### src/eqc_pkg.sv
// constants and types shared by the equalizer control block
//----------------------------------------------------------------------
// Summary of operation
//----------------------------------------------------------------------
//----------------------------------------------------------------------
package eqc_pkg;
   // register addresses
   localparam int ADDR_W = 7;
   localparam int DATA_W = 8;
   localparam logic [6:0] ADDR_GENERAL = 7'h00;
   localparam logic [6:0] ADDR_DRIVER = 7'h01;
   localparam logic [6:0] ADDR_LAUNCH = 7'h02;
   localparam logic [6:0] ADDR_CABLE = 7'h03;
   localparam logic [6:0] ADDR_AUX = 7'h04;
   // general control field positions
   localparam int GEN_CD_BIT = 7;
   localparam int GEN_MUTE_BIT = 6;
   localparam int GEN_BYPASS_BIT = 5;
   localparam int GEN_SLEEP_HI = 4;
   localparam int GEN_SLEEP_LO = 3;
   localparam int GEN_EXT_BIT = 2;
   // reset values
   localparam logic [7:0] GENERAL_RST = 8'h08;
   localparam logic [7:0] DRIVER_RST = 8'h64;
   localparam logic [7:0] LAUNCH_RST = 8'h00;
   localparam logic [7:0] AUX_RST = 8'h00;
   // sleep field codes
   localparam logic [1:0] SLEEP_OFF = 2'h0;
   localparam logic [1:0] SLEEP_AUTO = 2'h1;
   localparam logic [1:0] SLEEP_FORCE = 2'h2;
   // serial frame
   localparam logic [4:0] CMD_BITS = 5'h08;
   localparam logic [4:0] FRAME_BITS = 5'h10;
   // timing
   localparam int CLK_MHZ = 100;
   localparam int PD_TIME_US = 200;
   localparam int PIPE_MARGIN = 8;
   localparam int PD_CYCLES = PD_TIME_US * CLK_MHZ - PIPE_MARGIN;
   localparam int WAKE_TIME_US = 1;
   localparam int WAKE_CYCLES = WAKE_TIME_US * CLK_MHZ;
   // power state
   typedef enum logic [1:0] {PWR_ON, PWR_DRAIN, PWR_ASLEEP} eqc_power_type;
endpackage

### src/eqc_reg_if.sv
// register access carrier between serial port and register file
`timescale 1ns/10ps
interface eqc_reg_if;
   logic wr_en;
   logic [eqc_pkg::ADDR_W-1:0] addr;
   logic [eqc_pkg::DATA_W-1:0] wdata;
   logic [eqc_pkg::DATA_W-1:0] rdata;
   modport port (output wr_en, output addr, output wdata, input rdata);
   modport regs (input wr_en, input addr, input wdata, output rdata);
endinterface

### src/eqc_equalizer_control.sv
// equalizer control: mode pins, sleep control and serial registers
`timescale 1ns/10ps
module eqc_equalizer_control
   import eqc_pkg::*;
#(
   parameter int unsigned PD_CYCLES_P = PD_CYCLES,
   parameter int CNT_W = 16
)
(
   // clock and reset
   input wire logic clk,
   input wire logic resetn,
   // serial port
   input wire logic sck,
   input wire logic ss_n,
   input wire logic mosi,
   output logic miso,
   output logic miso_oe,
   // mode pins
   input wire logic spi_en,
   input wire logic bypass,
   input wire logic mute,
   input wire logic auto_sleep,
   // signal path status
   input wire logic signal_detect,
   input wire logic [4:0] cable_length,
   input wire logic [1:0] equalized_in,
   // signal path control
   output logic carrier_present_n,
   output logic [1:0] equalized_output_pair,
   output logic filter_en,
   output logic dc_restore_en,
   output logic output_muted,
   output logic powered_down,
   // driver and launch settings
   output logic [2:0] output_swing,
   output logic [2:0] offset_voltage,
   output logic launch_coarse,
   output logic [3:0] launch_fine,
   output logic extended_reach
);
   localparam int WAKE_LIM = WAKE_CYCLES;
   localparam logic [CNT_W-1:0] PD_LIM = PD_CYCLES_P[CNT_W-1:0];

   eqc_reg_if bus ();

   logic [11:0] sync_a;
   logic [11:0] sync_b;
   logic spi_mode;
   logic bypass_s;
   logic mute_s;
   logic auto_s;
   logic sig_s;
   logic [1:0] data_s;
   logic [4:0] cable_s;

   logic [7:0] gen_ctl;
   logic [7:0] driver;
   logic [7:0] launch;
   logic [7:0] aux;

   eqc_power_type state;
   eqc_power_type next_state;
   logic [CNT_W-1:0] drain_cnt;

   //------------------------------------------------------------------
   // serial port
   //------------------------------------------------------------------
   eqc_spi_slave u_spi (
      .clk(clk),
      .resetn(resetn),
      .sck(sck),
      .ss_n(ss_n),
      .mosi(mosi),
      .miso(miso),
      .miso_oe(miso_oe),
      .regs(bus.port)
   );

   //------------------------------------------------------------------
   // pin synchronisers
   //------------------------------------------------------------------
   always_ff @(posedge clk or negedge resetn) begin
      if (!resetn) begin
         sync_a <= 12'h000;
         sync_b <= 12'h000;
      end else begin
         sync_a <= {cable_length, equalized_in, signal_detect, auto_sleep, mute, bypass, spi_en};
         sync_b <= sync_a;
      end
   end
   assign spi_mode = sync_b[0];
   assign bypass_s = sync_b[1];
   assign mute_s = sync_b[2];
   assign auto_s = sync_b[3];
   assign sig_s = sync_b[4];
   assign data_s = sync_b[6:5];
   assign cable_s = sync_b[11:7];

   //------------------------------------------------------------------
   // register file
   //------------------------------------------------------------------
   logic wr_gen;
   logic wr_drv;
   logic wr_lau;
   logic wr_aux;
   assign wr_gen = bus.wr_en && (bus.addr == ADDR_GENERAL);
   assign wr_drv = bus.wr_en && (bus.addr == ADDR_DRIVER);
   assign wr_lau = bus.wr_en && (bus.addr == ADDR_LAUNCH);
   assign wr_aux = bus.wr_en && (bus.addr == ADDR_AUX);

   always_ff @(posedge clk or negedge resetn) begin
      if (!resetn) begin
         gen_ctl <= GENERAL_RST;
         driver <= DRIVER_RST;
         launch <= LAUNCH_RST;
         aux <= AUX_RST;
      end else begin
         if (wr_gen) begin
            gen_ctl <= {1'b0, bus.wdata[6:2], 2'h0};
         end
         if (wr_drv) begin
            driver <= {bus.wdata[7:2], 2'h0};
         end
         if (wr_lau) begin
            launch <= {bus.wdata[7:3], 3'h0};
         end
         if (wr_aux) begin
            aux <= bus.wdata;
         end
      end
   end

   // read side: carrier flag and cable length are live status
   logic [7:0] gen_rd;
   assign gen_rd = {sig_s, gen_ctl[6:0]};
   assign bus.rdata = (bus.addr == ADDR_GENERAL) ? gen_rd :
                      (bus.addr == ADDR_DRIVER) ? driver :
                      (bus.addr == ADDR_LAUNCH) ? launch :
                      (bus.addr == ADDR_CABLE) ? {cable_s, 3'h0} :
                      (bus.addr == ADDR_AUX) ? aux : 8'h00;

   assign output_swing = driver[7:5];
   assign offset_voltage = driver[4:2];
   assign launch_coarse = launch[7];
   assign launch_fine = launch[6:3];
   assign extended_reach = gen_ctl[GEN_EXT_BIT];

   //------------------------------------------------------------------
   // mode selection
   //------------------------------------------------------------------
   logic [1:0] sleep_field;
   logic mute_req;
   logic bypass_req;
   logic sleep_auto;
   logic sleep_force;
   logic asleep;
   assign sleep_field = gen_ctl[GEN_SLEEP_HI:GEN_SLEEP_LO];
   assign mute_req = spi_mode ? gen_ctl[GEN_MUTE_BIT] : mute_s;
   assign bypass_req = spi_mode ? gen_ctl[GEN_BYPASS_BIT] : bypass_s;
   assign sleep_auto = spi_mode ? (sleep_field == SLEEP_AUTO) : auto_s;
   assign sleep_force = spi_mode && (sleep_field == SLEEP_FORCE);
   assign asleep = (state == PWR_ASLEEP);

   //------------------------------------------------------------------
   // power state machine
   //------------------------------------------------------------------
   always_comb begin
      next_state = state;
      case (state)
         PWR_ON: begin
            if (sleep_force) begin
               next_state = PWR_ASLEEP;
            end else if (sleep_auto && !sig_s) begin
               next_state = PWR_DRAIN;
            end
         end
         PWR_DRAIN: begin
            if (sleep_force) begin
               next_state = PWR_ASLEEP;
            end else if (!sleep_auto || sig_s) begin
               next_state = PWR_ON;
            end else if (drain_cnt == PD_LIM) begin
               next_state = PWR_ASLEEP;
            end
         end
         PWR_ASLEEP: begin
            if (!sleep_force && (!sleep_auto || sig_s)) begin
               next_state = PWR_ON;
            end
         end
         default: begin
            next_state = PWR_ON;
         end
      endcase
   end

   always_ff @(posedge clk or negedge resetn) begin
      if (!resetn) begin
         state <= PWR_ON;
      end else begin
         state <= next_state;
      end
   end

   always_ff @(posedge clk or negedge resetn) begin
      if (!resetn) begin
         drain_cnt <= '0;
      end else if (state == PWR_DRAIN) begin
         drain_cnt <= drain_cnt + {{(CNT_W-1){1'b0}}, 1'b1};
      end else begin
         drain_cnt <= '0;
      end
   end

   //------------------------------------------------------------------
   // signal path controls
   //------------------------------------------------------------------
   logic next_path_en;
   logic next_muted;
   logic [1:0] next_pair;
   assign next_path_en = !asleep && !(bypass_req && !mute_req);
   assign next_muted = !asleep && mute_req;
   assign next_pair = (asleep || mute_req) ? 2'h0 : data_s;

   always_ff @(posedge clk or negedge resetn) begin
      if (!resetn) begin
         filter_en <= 1'b0;
         dc_restore_en <= 1'b0;
         output_muted <= 1'b0;
         powered_down <= 1'b0;
         equalized_output_pair <= 2'h0;
      end else begin
         filter_en <= next_path_en;
         dc_restore_en <= next_path_en;
         output_muted <= next_muted;
         powered_down <= asleep;
         equalized_output_pair <= next_pair;
      end
   end

   always_ff @(posedge clk or negedge resetn) begin
      if (!resetn) begin
         carrier_present_n <= 1'b1;
      end else begin
         carrier_present_n <= !sig_s;
      end
   end

   //------------------------------------------------------------------
   // checks
   //------------------------------------------------------------------
   property p_bypass_filter;
      @(posedge clk) disable iff (!resetn)
         (bypass_req && !mute_req && !asleep) |=> !filter_en;
   endproperty
   a_bypass_filter: assert property (p_bypass_filter) else $error("filter on in bypass");

   property p_bypass_dc;
      @(posedge clk) disable iff (!resetn)
         (!bypass_req && !asleep) |=> (dc_restore_en && filter_en);
   endproperty
   a_bypass_dc: assert property (p_bypass_dc) else $error("restore off without bypass");

   property p_cd_high;
      @(posedge clk) disable iff (!resetn) !sig_s |=> carrier_present_n;
   endproperty
   a_cd_high: assert property (p_cd_high) else $error("carrier flag low, no signal");

   property p_cd_low;
      @(posedge clk) disable iff (!resetn) $rose(sig_s) |=> !carrier_present_n;
   endproperty
   a_cd_low: assert property (p_cd_low) else $error("carrier flag high with signal");

   property p_mute_zero;
      @(posedge clk) disable iff (!resetn)
         mute_req |=> (equalized_output_pair == 2'h0);
   endproperty
   a_mute_zero: assert property (p_mute_zero) else $error("output live while muted");

   property p_mute_pass;
      @(posedge clk) disable iff (!resetn)
         (!mute_req && !asleep) |=> (equalized_output_pair == $past(data_s));
   endproperty
   a_mute_pass: assert property (p_mute_pass) else $error("output not passing data");

   property p_enter_drain;
      @(posedge clk) disable iff (!resetn)
         (state == PWR_ON && sleep_auto && !sig_s && !sleep_force) |=> (state == PWR_DRAIN);
   endproperty
   a_enter_drain: assert property (p_enter_drain) else $error("no power down on loss");

   property p_drain_bound;
      @(posedge clk) disable iff (!resetn) (state == PWR_DRAIN) |-> (drain_cnt <= PD_LIM);
   endproperty
   a_drain_bound: assert property (p_drain_bound) else $error("power down too slow");

   property p_wake;
      @(posedge clk) disable iff (!resetn)
         (asleep && sig_s && sleep_auto && !sleep_force) |-> ##[1:WAKE_LIM] !powered_down;
   endproperty
   a_wake: assert property (p_wake) else $error("wake too slow");

   property p_no_auto;
      @(posedge clk) disable iff (!resetn)
         (!sleep_auto && !sleep_force) |=> (state == PWR_ON);
   endproperty
   a_no_auto: assert property (p_no_auto) else $error("sleep with auto sleep off");

   property p_force;
      @(posedge clk) disable iff (!resetn) sleep_force |=> asleep ##1 powered_down;
   endproperty
   a_force: assert property (p_force) else $error("forced sleep not taken");

   property p_sleep_first;
      @(posedge clk) disable iff (!resetn)
         asleep |=> (!filter_en && !output_muted && equalized_output_pair == 2'h0);
   endproperty
   a_sleep_first: assert property (p_sleep_first) else $error("path active while asleep");

   property p_mute_over_bypass;
      @(posedge clk) disable iff (!resetn)
         (mute_req && bypass_req && !asleep) |=> (filter_en && output_muted);
   endproperty
   a_mute_over_bypass: assert property (p_mute_over_bypass) else $error("bypass won");

   property p_pin_mode;
      @(posedge clk) disable iff (!resetn)
         (!spi_mode && !asleep && mute_s) |=> output_muted;
   endproperty
   a_pin_mode: assert property (p_pin_mode) else $error("mute pin ignored");

   property p_reg_write;
      @(posedge clk) disable iff (!resetn) wr_aux |=> (aux == $past(bus.wdata));
   endproperty
   a_reg_write: assert property (p_reg_write) else $error("register not written");

endmodule // eqc_equalizer_control

### src/eqc_spi_slave.sv
// serial port slave: frame decode, write strobe, read shift out
`timescale 1ns/10ps
module eqc_spi_slave
   import eqc_pkg::*;
(
   // clock and reset
   input wire logic clk,
   input wire logic resetn,
   // serial pins
   input wire logic sck,
   input wire logic ss_n,
   input wire logic mosi,
   output logic miso,
   output logic miso_oe,
   // register access
   eqc_reg_if.port regs
);
   logic [2:0] sck_s;
   logic [1:0] ss_s;
   logic [1:0] mosi_s;
   logic [4:0] bit_cnt;
   logic [14:0] shift;
   logic reading;
   logic [7:0] tx;
   logic active;
   logic sck_rise;
   logic sck_fall;
   logic last_bit;
   logic cmd_done;
   logic wr_frame;
   assign active = !ss_s[1];
   assign sck_rise = sck_s[1] && !sck_s[2];
   assign sck_fall = !sck_s[1] && sck_s[2];
   assign last_bit = active && sck_rise && (bit_cnt == FRAME_BITS - 5'h01);
   assign cmd_done = active && sck_rise && (bit_cnt == CMD_BITS - 5'h01);
   //------------------------------------------------------------------
   // pin synchronisers
   //------------------------------------------------------------------
   always_ff @(posedge clk or negedge resetn) begin
      if (!resetn) begin
         sck_s <= 3'h0;
         ss_s <= 2'h3;
         mosi_s <= 2'h0;
      end else begin
         sck_s <= {sck_s[1:0], sck};
         ss_s <= {ss_s[0], ss_n};
         mosi_s <= {mosi_s[0], mosi};
      end
   end
   //------------------------------------------------------------------
   // receive shifter
   //------------------------------------------------------------------
   always_ff @(posedge clk or negedge resetn) begin
      if (!resetn) begin
         bit_cnt <= 5'h00;
         shift <= 15'h0000;
      end else if (!active) begin
         bit_cnt <= 5'h00;
      end else if (sck_rise) begin
         shift <= {shift[13:0], mosi_s[1]};
         bit_cnt <= (bit_cnt == FRAME_BITS) ? bit_cnt : bit_cnt + 5'h01;
      end
   end
   always_ff @(posedge clk or negedge resetn) begin
      if (!resetn) begin
         regs.wr_en <= 1'b0;
         regs.addr <= 7'h00;
         regs.wdata <= 8'h00;
         reading <= 1'b0;
      end else begin
         regs.wr_en <= last_bit && !shift[14];
         reading <= active && (reading || (cmd_done && shift[6]));
         if (cmd_done && shift[6]) begin
            regs.addr <= {shift[5:0], mosi_s[1]};
         end else if (last_bit) begin
            regs.addr <= shift[13:7];
            regs.wdata <= {shift[6:0], mosi_s[1]};
         end
      end
   end
   //------------------------------------------------------------------
   // read data out, msb first from the eighth falling edge
   //------------------------------------------------------------------
   always_ff @(posedge clk or negedge resetn) begin
      if (!resetn) begin
         miso <= 1'b0;
         miso_oe <= 1'b0;
         tx <= 8'h00;
      end else if (!reading) begin
         miso_oe <= 1'b0;
      end else if (sck_fall) begin
         miso_oe <= 1'b1;
         miso <= miso_oe ? tx[7] : regs.rdata[7];
         tx <= miso_oe ? {tx[6:0], 1'b0} : {regs.rdata[6:0], 1'b0};
      end
   end
   // checker helper: frame kind taken from its first bit
   always_ff @(posedge clk or negedge resetn) begin
      if (!resetn) begin
         wr_frame <= 1'b0;
      end else if (active && sck_rise && (bit_cnt == 5'h00)) begin
         wr_frame <= !mosi_s[1];
      end
   end
   property p_write_quiet;
      @(posedge clk) disable iff (!resetn)
         (active && wr_frame && (bit_cnt != 5'h00)) |-> !miso_oe;
   endproperty
   a_write_quiet: assert property (p_write_quiet) else $error("miso driven in write");
   property p_read_start;
      @(posedge clk) disable iff (!resetn)
         (reading && sck_fall && !miso_oe) |=> (miso_oe && miso == $past(regs.rdata[7]));
   endproperty
   a_read_start: assert property (p_read_start) else $error("read data not started");
   property p_full_frame;
      @(posedge clk) disable iff (!resetn) regs.wr_en |-> $past(bit_cnt) == FRAME_BITS - 5'h01;
   endproperty
   a_full_frame: assert property (p_full_frame) else $error("write from short frame");
endmodule // eqc_spi_slave

### config.mk
export PLATFORM = sky130hd
export DESIGN_NAME = eqc_equalizer_control
export DESIGN_NICKNAME = d
export VERILOG_FILES = /design/src/eqc_pkg.sv /design/src/eqc_reg_if.sv /design/src/eqc_equalizer_control.sv /design/src/eqc_spi_slave.sv
export SDC_FILE = /design/constraint.sdc
export NUM_CORES = 1
export LEC_CHECK = 0
export BUFFER_PORTS_ARGS = -buffer_cell sky130_fd_sc_hd__buf_2
export CAP_MARGIN = 25
export CORE_MARGIN = 5
export CORE_UTILIZATION = 30
export CTS_CLUSTER_SIZE = 16
export DETAILED_ROUTE_END_ITERATION = 10
export PLACE_DENSITY = 0.54
export REMOVE_ABC_BUFFERS = 1
export SLEW_MARGIN = 40
export SYNTH_ARGS = -nofsm -noshare
export SYNTH_HDL_FRONTEND = slang
export SYNTH_SLANG_ARGS = --single-unit
### constraint.sdc
create_clock -name clk -period 2.3 [get_ports clk]
set_input_delay 0.115 -clock clk [delete_from_list [all_inputs] [get_ports clk]]
set_output_delay 0.115 -clock clk [all_outputs]
set_load 0.05 [all_outputs]
==> results.json, run 1 <==
{
  "p_leak_nw": 2.915,
  "fin_crit_sh": 0.8761,
  "insertedDiodeCount": 0,
  "clock_path_buffers": 2,
  "cp_max_fo": 8,
  "critPathSlowestCell": "dfrtp_1",
  "ant_nets": 0,
  "cpPeakStageDelay_ps": 400,
  "clock_latency_ps": 410,
  "post-cts-setup-buffer-count": 0,
  "syn_to_final_growth_pct": 23.59,
  "syn_inst": 412,
  "vias_per_cell": 4.698,
  "final_design_area_no_fill_um2": 6399,
  "slew_headroom": 0.5776,
  "crit_path_frequent_cell": "ha_1",
  "final_cells": 715,
  "rsz0062_at_grt": "no",
  "p_per_area_nw_per_um2": 823.8,
  "seq_area_frac_synth": 0.6058,
  "clkSinkCount": 125,
  "die_area_um2": 19990,
  "grt_pass1_wl_um": 18850,
  "tightestPinTransition_ps": 633.6,
  "yosys_most_used_dff": "dfrtp_1",
  "outcome": "completed",
  "drive_gt1_frac": 0.2918,
  "whs_ps": 235.9,
  "synth_area_um2": 5177,
  "ys_async_sr_fraction": 1.000,
  "cpLargestDelayFamily": "flip-flops",
  "worstHoldPathType": "in -> async",
  "htreeDepth": 4,
  "crit_path_end_kind": "flip-flop",
  "routed-via-count": 3359,
  "fin_crit_ps": 2015,
  "nets": 499,
  "cts_resized": 0,
  "max_freq_mhz": 496.3,
  "synth_cell_types": 52,
  "design.core.area_um2": 17120,
  "die_h_um": 141.4,
  "cts.clk_slew.worst_paths_ps": 60,
  "wire_per_inst_um": 15.62,
  "port_buffers": 37,
  "cap_violations": 0,
  "postSynthAreaPerCell_um2": 12.57,
  "path_buf_inv": 0,
  "setup_viol": 0,
  "yosys_warnings": 0,
  "io_pins": 38,
  "final-hold-violation-count": 0,
  "synth-edff-count": 0,
  "path_cells": "ha_1 > and3_1 > ha_1 > nand2_2 > a21oi_2 > mux2_2",
  "drt_iter0_markers": 166,
  "cp_data_arrival_time_ps": 2310,
  "cts_tree": "built",
  "grt_pass1_vias": 3537,
  "rows": 48,
  "fillers": 1637,
  "cp.required_ps": 2590,
  "cts-root-buf": "clkbuf_16",
  "crit_type": "reg -> reg",
  "finalClockSkew_ps": 7.057,
  "initial_utilization": 0.3025,
  "drtPass1Iterations": 4,
  "gp_congestion": 0.7776,
  "max-vdd-ir-drop_mv": 0.4963,
  "cts_buffers": 17,
  "placed_cells": 667,
  "gr-usage-all-layers": 0.1206,
  "route.detailed.drc": 0,
  "antenna_found_initial": 0,
  "final_common_cell": "dfrtp_1",
  "synth.ff_latch_count": 125,
  "place_hpwl_um": 7786,
  "placed_cell_area_um2": 5650,
  "fin_util": 0.3738,
  "routed_wl_um": 11170,
  "worstSetupStartpointType": "flip-flop",
  "layout_common_cells": "dfrtp_1 (118), mux2_2 (45), buf_2 (36)",
  "finalMaxSlewViolations": 0,
  "overflow": 0,
  "die_w_um": 141.4,
  "grt_start_max_net_pins": 48
}
## flip-flops by register name (all words and copies together), names as in the netlist, 7 cells and up
name              flops
aux                   8
drain_cnt            16
sync_a               12
sync_b               12
u_spi.regs.addr       7
u_spi.regs.wdata      8
u_spi.shift          15
u_spi.tx              7
## per-layer routing
| metal | vias up | global-route usage | part of all wire |
|---|---|---|---|
| li1 | 1592 | - | - |
| met1 | 1660 | 0.1495 | 0.43 |
| met2 | 88 | 0.2017 | 0.50 |
| met3 | 19 | 0.03033 | 0.049 |
| met4 | 0 | 0.04949 | 0.021 |
| met5 | - | 0 | 0 |
## per-stage QoR
stage / setup TNS, ps / setup WS [ps] / total power [mW]
6_report: 0 / 285.0 / 5.271
3_3_place_gp: 0 / 351.1 / 2.641
2_1_floorplan: -8108 / -721.7 / 2.521
4_1_cts: 0 / 286.1 / 5.347
5_1_grt: 0 / 147.4 / 5.483
3_5_place_dp: 0 / 300.1 / 2.648
## cells in the mapped netlist (3+ instances only)
master,n,share of area
or3_1,6,0.0073
nor2b_1,7,0.0085
nand2b_1,8,0.0097
a31oi_1,5,0.0060
mux2i_1,7,0.014
mux2_2,45,0.098
nor4_1,6,0.0073
nand4_1,3,0.0036
dfrtp_1,118,0.57
xnor2_1,9,0.015
clkbuf_1,7,0.0051
nor4b_1,3,0.0051
and2_1,4,0.0048
nand3b_1,9,0.013
xor2_1,4,0.0068
inv_1,13,0.0094
a21oi_1,13,0.013
nand3_1,7,0.0068
o311ai_0,3,0.0051
a221oi_1,4,0.0068
buf_1,3,0.0022
o21ai_0,18,0.017
ha_1,5,0.012
nand2_1,25,0.018
dfstp_2,7,0.036
a211oi_1,4,0.0058
nor3_1,6,0.0058
mux2_4,5,0.014
nor2_1,30,0.022
## power by group
part           total, mW  internal, mW  switching (mW)
Sequential          2.41          2.31          0.0976
Combinational      0.221         0.108           0.113
Clock               2.64          1.62            1.03
## logic make-up after synthesis
family | Yosys count | synth area share
simple gates | 131 | 0.1472
flops | 125 | 0.6058
mux | 57 | 0.1259
compound gates | 54 | 0.06477
buf+inv | 27 | 0.02223
xor+xnor | 13 | 0.02199
fa+ha+maj | 5 | 0.01208
## final timing paths
check / from / end / slack [ps] / cells after the start
hold / removal: resetn / u_spi.mosi_s[0]$_DFF_PN0_ / 240 / 2
hold reg to reg: sync_a[7]$_DFF_PN0_ / sync_b[7]$_DFF_PN0_ / 350 / 0
setup reg to reg: u_spi.bit_cnt[0]$_DFFE_PN0P_ / u_spi.regs.wdata[3]$_DFFE_PN0P_ / 280 / 6
max in group asynchronous: resetn / u_spi.ss_s[1]$_DFF_PN1_ / 1280 / 3
setup / recovery: u_spi.bit_cnt[0]$_DFFE_PN0P_ / u_spi.regs.wdata[3]$_DFFE_PN0P_ / 280 / 6
min in group clk: mosi / u_spi.mosi_s[0]$_DFF_PN0_ / 340 / 2
## final cells by class
cell class / count / area (µm²) / area share
Tap cell: 225 / 281.5 / 0.04400
Multi-Input combinational cell: 260 / 1931 / 0.3017
Inverter: 13 / 48.80 / 0.007626
Sequential cell: 125 / 3137 / 0.4902
Clock inverter: 14 / 158.9 / 0.02483
Timing Repair Buffer: 60 / 412.9 / 0.06453
Clock buffer: 18 / 429.2 / 0.06707
## timing repair
item | in CTS | in global routing
hold endpoints to repair | 56 | 0
hold buffers | 16 | 0
endpoints found under the setup margin | 0 | 0
Power figures use the tool's default switching activity.
==> inputs of run 2 (changes only) <==
Settings changed: SYNTH_HIERARCHICAL from default to 1.
==> run 2 against run 1 <==
Sequential power is essentially flat; critical endpoint is now u_spi/regs.wdata[1]$_DFFE_PN0P_; via count shrank 3.9%; global-route usage shrank 1.1 points; critical path type unchanged.
==> results.json, run 2 <==
{
  "design.core.area_um2": 17300,
  "top_register": "drain_cnt",
  "fin_crit_sh": 0.9295,
  "layout_common_cells": "dfrtp_1 (118), mux2_2 (51), buf_2 (36)",
  "post-cts-setup-buffer-count": 0,
  "largest_reg_flops": 16,
  "holdBufCountCts": 16,
  "p_per_area_nw_per_um2": 790.4,
  "synth.ff_latch_count": 125,
  "yosys_warnings": 6,
  "synthTopCellsByCount": "dfrtp_1 (118), mux2_2 (51), o21ai_0 (24)",
  "place_hpwl_um": 7258,
  "synth-xor-area-share": 0.01330,
  "synth_area_leader_cell": "dfrtp_1",
  "io_pins": 38,
  "die_h_um": 142.5,
  "synth_adder_area_share": 0.01187,
  "placed_cells": 654,
  "drive_gt1_frac": 0.3187,
  "rsz0062_at_grt": "no",
  "yosys_most_used_dff": "dfrtp_1",
  "insertedDiodeCount": 0,
  "grt_start_max_net_pins": 58,
  "synthMuxAreaShare": 0.1631,
  "synth_area_um2": 5270,
  "tightestPinTransition_ps": 690.9,
  "finalMaxSlewViolations": 0,
  "drtPass1Iterations": 4,
  "die_w_um": 142.5,
  "gp_congestion": 0.7591,
  "synth_compound_area_frac": 0.06743,
  "grt_pass1_vias": 3378,
  "final_cells": 702,
  "ant_nets": 0,
  "drt_iter0_markers": 213,
  "p_leak_nw": 2.899,
  "clkSinkCount": 125,
  "ys_async_sr_fraction": 1.000,
  "htreeDepth": 4,
  "die_area_um2": 20320,
  "synth-edff-count": 0,
  "seq_area_frac_synth": 0.5952,
  "max_freq_mhz": 467.8,
  "max-vdd-ir-drop_mv": 0.4678,
  "cts.clk_slew.worst_paths_ps": 50,
  "antenna_found_initial": 0,
  "final-hold-violation-count": 0,
  "synth_area_leaders": "dfrtp_1 (56%), mux2_2 (11%), dfstp_2 (3.5%)",
  "nets": 486,
  "wire_per_inst_um": 14.83,
  "initial_utilization": 0.3047,
  "cp_data_arrival_time_ps": 2430,
  "syn_to_final_growth_pct": 21.96,
  "grt_pass1_wl_um": 17360,
  "clock_latency_ps": 420,
  "finalPower_mw": 5.080,
  "routed_wl_um": 10410,
  "finalClockSkew_ps": 15.56,
  "cp_max_fo": 11,
  "postSynthAreaPerCell_um2": 13.14,
  "final_common_cell": "dfrtp_1",
  "cts_tree": "built",
  "cap_violations": 0,
  "route.detailed.drc": 0,
  "syn_inst": 401,
  "vias_per_cell": 4.600,
  "slew_headroom": 0.5394,
  "overflow": 0,
  "synth_cell_types": 52,
  "setup_viol": 0,
  "synth_top_area_frac": 0.5603,
  "routed-via-count": 3229,
  "cts-root-buf": "clkbuf_16",
  "outcome": "completed",
  "yosys.area_share.simple": 0.1201,
  "rows": 48,
  "worstHoldPathType": "in -> async",
  "yosysMostFrequentCell": "dfrtp_1",
  "cts_resized": 0,
  "port_buffers": 37,
  "clock_path_buffers": 2,
  "top_regs": "drain_cnt: 16 flops, u_spi/shift: 15 flops",
  "cp.required_ps": 2590,
  "fin_crit_ps": 2138,
  "gr-usage-all-layers": 0.1098,
  "crit_path_end_kind": "flip-flop",
  "worstSetupStartpointType": "flip-flop",
  "crit_type": "reg -> reg",
  "synth_top_family_by_area": "multiplexers",
  "cts_buffers": 17,
  "fillers": 1682
}
run 2: report_power, final:
group | internal [mW] | switching (mW)
clock network | 1.53 | 0.936
registers | 2.30 | 0.100
logic | 0.106 | 0.109
total | 3.93 | 1.15
run 2: layout make-up:
cell class              count  area [µm²]  area share
clock buffers              20       456.7     0.07105
clock inverters            12       97.59     0.01518
well taps                 225       281.5     0.04380
repair buffers             60       412.9     0.06424
inverters                  15       56.30    0.008760
flip-flops and latches    125        3137      0.4880
multi-input cells         245        1986      0.3089
run 2: path summary, 6_finish.rpt:
kind / from / end / slack (ps) / cells past startpoint
min in group clk: mute / sync_a[2]$_DFF_PN0_ / 340 / 2
min: resetn / sync_a[6]$_DFF_PN0_ / 180 / 2
max: u_spi/bit_cnt[0]$_DFFE_PN0P_ / u_spi/regs.wdata[1]$_DFFE_PN0P_ / 160 / 6
max reg2reg: u_spi/bit_cnt[0]$_DFFE_PN0P_ / u_spi/regs.wdata[1]$_DFFE_PN0P_ / 160 / 6
max in group asynchronous: resetn / carrier_present_n$_DFF_PN1_ / 1420 / 3
min reg2reg: sync_a[4]$_DFF_PN0_ / sync_b[4]$_DFF_PN0_ / 340 / 0
run 2: cell families after synthesis:
kind of cell             Yosys count
AO/OA/AOI/OAI                     57
XOR/XNOR                           8
adder cells (fa/ha/maj)            5
buffers and inverters             31
flip-flops                       125
multiplexers                      76
AND/OR/NAND/NOR                   99
run 2: metrics by stage:
stage	hold slack (ps)	utilization	TNS (ps)	setup WS, ps	instance area (µm²)
2_1_floorplan	-180.6	-	-12090	-542.4	5174
3_3_place_gp	77.42	0.3303	0	267.5	5713
3_5_place_dp	81.89	0.3303	0	173.0	5713
4_1_cts	179.2	0.3716	0	145.8	6427
5_1_grt	220.8	0.3716	0	36.92	6427
6_report	175.2	0.3716	0	162.2	6427
run 2: worst max-delay path, stage by stage (launching register included):
cell and delay [ps]:
dfrtp_1 400, ha_1 200, and3_1 170, ha_1 190, nand4bb_4 300, a31oi_4 370, mux2_2 380
run 2: routing by layer:
layer	wire length, µm	GRT usage	up-vias
met1	4805	0.1395	1616
met2	5025	0.1716	42
li1	-	-	1555
met5	0	0	-
met3	317	0.02991	16
met4	263	0.05703	0
==> inputs of run 3 (changes only) <==
Settings changed: CORE_MARGIN 5 to 3.
==> run 3 against run 2 <==
Combinational power grew 3%; worst setup slack improved by 21 ps; critical path depth unchanged; clock power grew 14%; global-route usage is 1.0 points higher; via count rose by 2.4%; final area increased by 1.2%.
==> results.json, run 3 (same netlist as run 2, synthesis figures left out) <==
{
  "port_buffers": 37,
  "cp_max_fo": 11,
  "dpl_worst_slack_ps": 177.4,
  "fin_crit_sh": 0.9202,
  "antenna_found_initial": 0,
  "fin_crit_ps": 2117,
  "htreeDepth": 4,
  "layout_common_cells": "dfrtp_1 (118), mux2_2 (51), buf_2 (36)",
  "io_pins": 38,
  "place_hpwl_um": 7341,
  "tns_ps": 0,
  "routed_wl_um": 10700,
  "clock_path_buffers": 2,
  "vias_per_cell": 4.745,
  "final_cells": 697,
  "rows": 47,
  "cp_data_arrival_time_ps": 2400,
  "clkSinkCount": 125,
  "top_regs": "drain_cnt: 16 flops, u_spi/shift: 15 flops",
  "wire_per_inst_um": 15.35,
  "die_h_um": 138.5,
  "worstHoldPathType": "in -> async",
  "cap_violations": 0,
  "outcome": "completed",
  "post-cts-setup-buffer-count": 0,
  "initial_utilization": 0.3123,
  "nets": 487,
  "finalClockSkew_ps": 8.460,
  "route.detailed.drc": 0,
  "drt_iter0_markers": 150,
  "drtPass1Iterations": 4,
  "crit_path_end_kind": "flip-flop",
  "cp.required_ps": 2590,
  "worstSetupStartpointType": "flip-flop",
  "routed-via-count": 3307,
  "die_area_um2": 19190,
  "grt_pass1_wl_um": 18290,
  "final_common_cell": "dfrtp_1",
  "max-vdd-ir-drop_mv": 0.5365,
  "crit_type": "reg -> reg",
  "setup_viol": 0,
  "design.core.area_um2": 16880,
  "die_w_um": 138.5,
  "ff2ff_path_depth": 6,
  "p_leak_nw": 2.944,
  "gr-usage-all-layers": 0.1202,
  "gp_congestion": 0.7798,
  "cts.clk_slew.worst_paths_ps": 50,
  "slew_headroom": 0.5378,
  "tightestPinTransition_ps": 693.3,
  "max_freq_mhz": 472.5,
  "overflow": 0,
  "insertedDiodeCount": 0,
  "cts_tree": "built",
  "rsz0062_at_grt": "no",
  "top_register": "drain_cnt",
  "cts_buffers": 17,
  "grt_start_max_net_pins": 45,
  "drive_gt1_frac": 0.3187,
  "grt_pass1_vias": 3399,
  "placed_cells": 650,
  "ant_nets": 0,
  "p_per_area_nw_per_um2": 835.7,
  "finalMaxSlewViolations": 0,
  "cts-root-buf": "clkbuf_16",
  "fin_ws_ps": 183.5,
  "final-hold-violation-count": 0,
  "syn_to_final_growth_pct": 23.46,
  "clock_latency_ps": 410,
  "largest_reg_flops": 16
}
## run 3: cell count changes in the layout (fill, tap and decap cells not counted)
cell / previous run / this run
clkinv_2: 6 / 2
buf_4: 7 / 8
clkbuf_8: 2 / 3
inv_6: 0 / 1
clkinvlp_4: 5 / 3
bufinv_16: 1 / 4
## run 3: layout make-up
type / count / area [µm²]
Clock inverter: 10 / 161.4
Fill cell: 1600 / 10370
Multi-Input combinational cell: 245 / 1986
Tap cell: 220 / 275.3
Sequential cell: 125 / 3137
Clock buffer: 21 / 470.5
Inverter: 15 / 56.30
Timing Repair Buffer: 61 / 420.4
## run 3: metrics by stage
| step | area [µm²] | hold slack (ps) | power, mW | utilization |
|---|---|---|---|---|
| global placement | 5714 | 147.0 | 2.638 | 0.3386 |
| detailed placement | 5714 | 142.3 | 2.645 | 0.3386 |
| floorplan | 5174 | -180.6 | 2.516 | - |
| finish | 6506 | 232.3 | 5.437 | 0.3855 |
| CTS | 6506 | 248.9 | 5.519 | 0.3855 |
| global route | 6506 | 266.0 | 5.667 | 0.3855 |
## run 3: final timing paths
check                                              from                               to  slack, ps
max in group asynchronous                        resetn     u_spi/bit_cnt[0]$_DFFE_PN0P_       1310
max                        u_spi/bit_cnt[0]$_DFFE_PN0P_  u_spi/regs.wdata[5]$_DFFE_PN0P_        180
min reg2reg                    u_spi/sck_s[0]$_DFF_PN0_         u_spi/sck_s[1]$_DFF_PN0_        340
min                                              resetn           drain_cnt[0]$_DFF_PN0_        230
min in group clk               u_spi/sck_s[0]$_DFF_PN0_         u_spi/sck_s[1]$_DFF_PN0_        340
max reg2reg                u_spi/bit_cnt[0]$_DFFE_PN0P_  u_spi/regs.wdata[5]$_DFFE_PN0P_        180
## run 3: what timing repair did
action	in CTS	in global routing
gates resized for setup	0	0
hold buffers	16	0
endpoints found under the hold margin	48	0
## run 3: layer usage
layer / vias up / global-route usage / wire length [µm]
met5: - / 0 / 0
met4: 0 / 0.05044 / 155
met3: 13 / 0.03621 / 368
met2: 54 / 0.1819 / 5038
met1: 1679 / 0.1612 / 5135
li1: 1561 / - / -
## run 3: critical path, stage by stage, from the launching register on
cell and delay (ps):
dfrtp_1 400, ha_1 210, and3_1 160, ha_1 180
nand4bb_4 290, a31oi_4 370, mux2_2 380
## run 3: report_power, final
part	internal, mW	total (mW)	switching, mW
Clock	1.89	2.81	0.924
Sequential	2.30	2.40	0.0968
Combinational	0.106	0.222	0.116
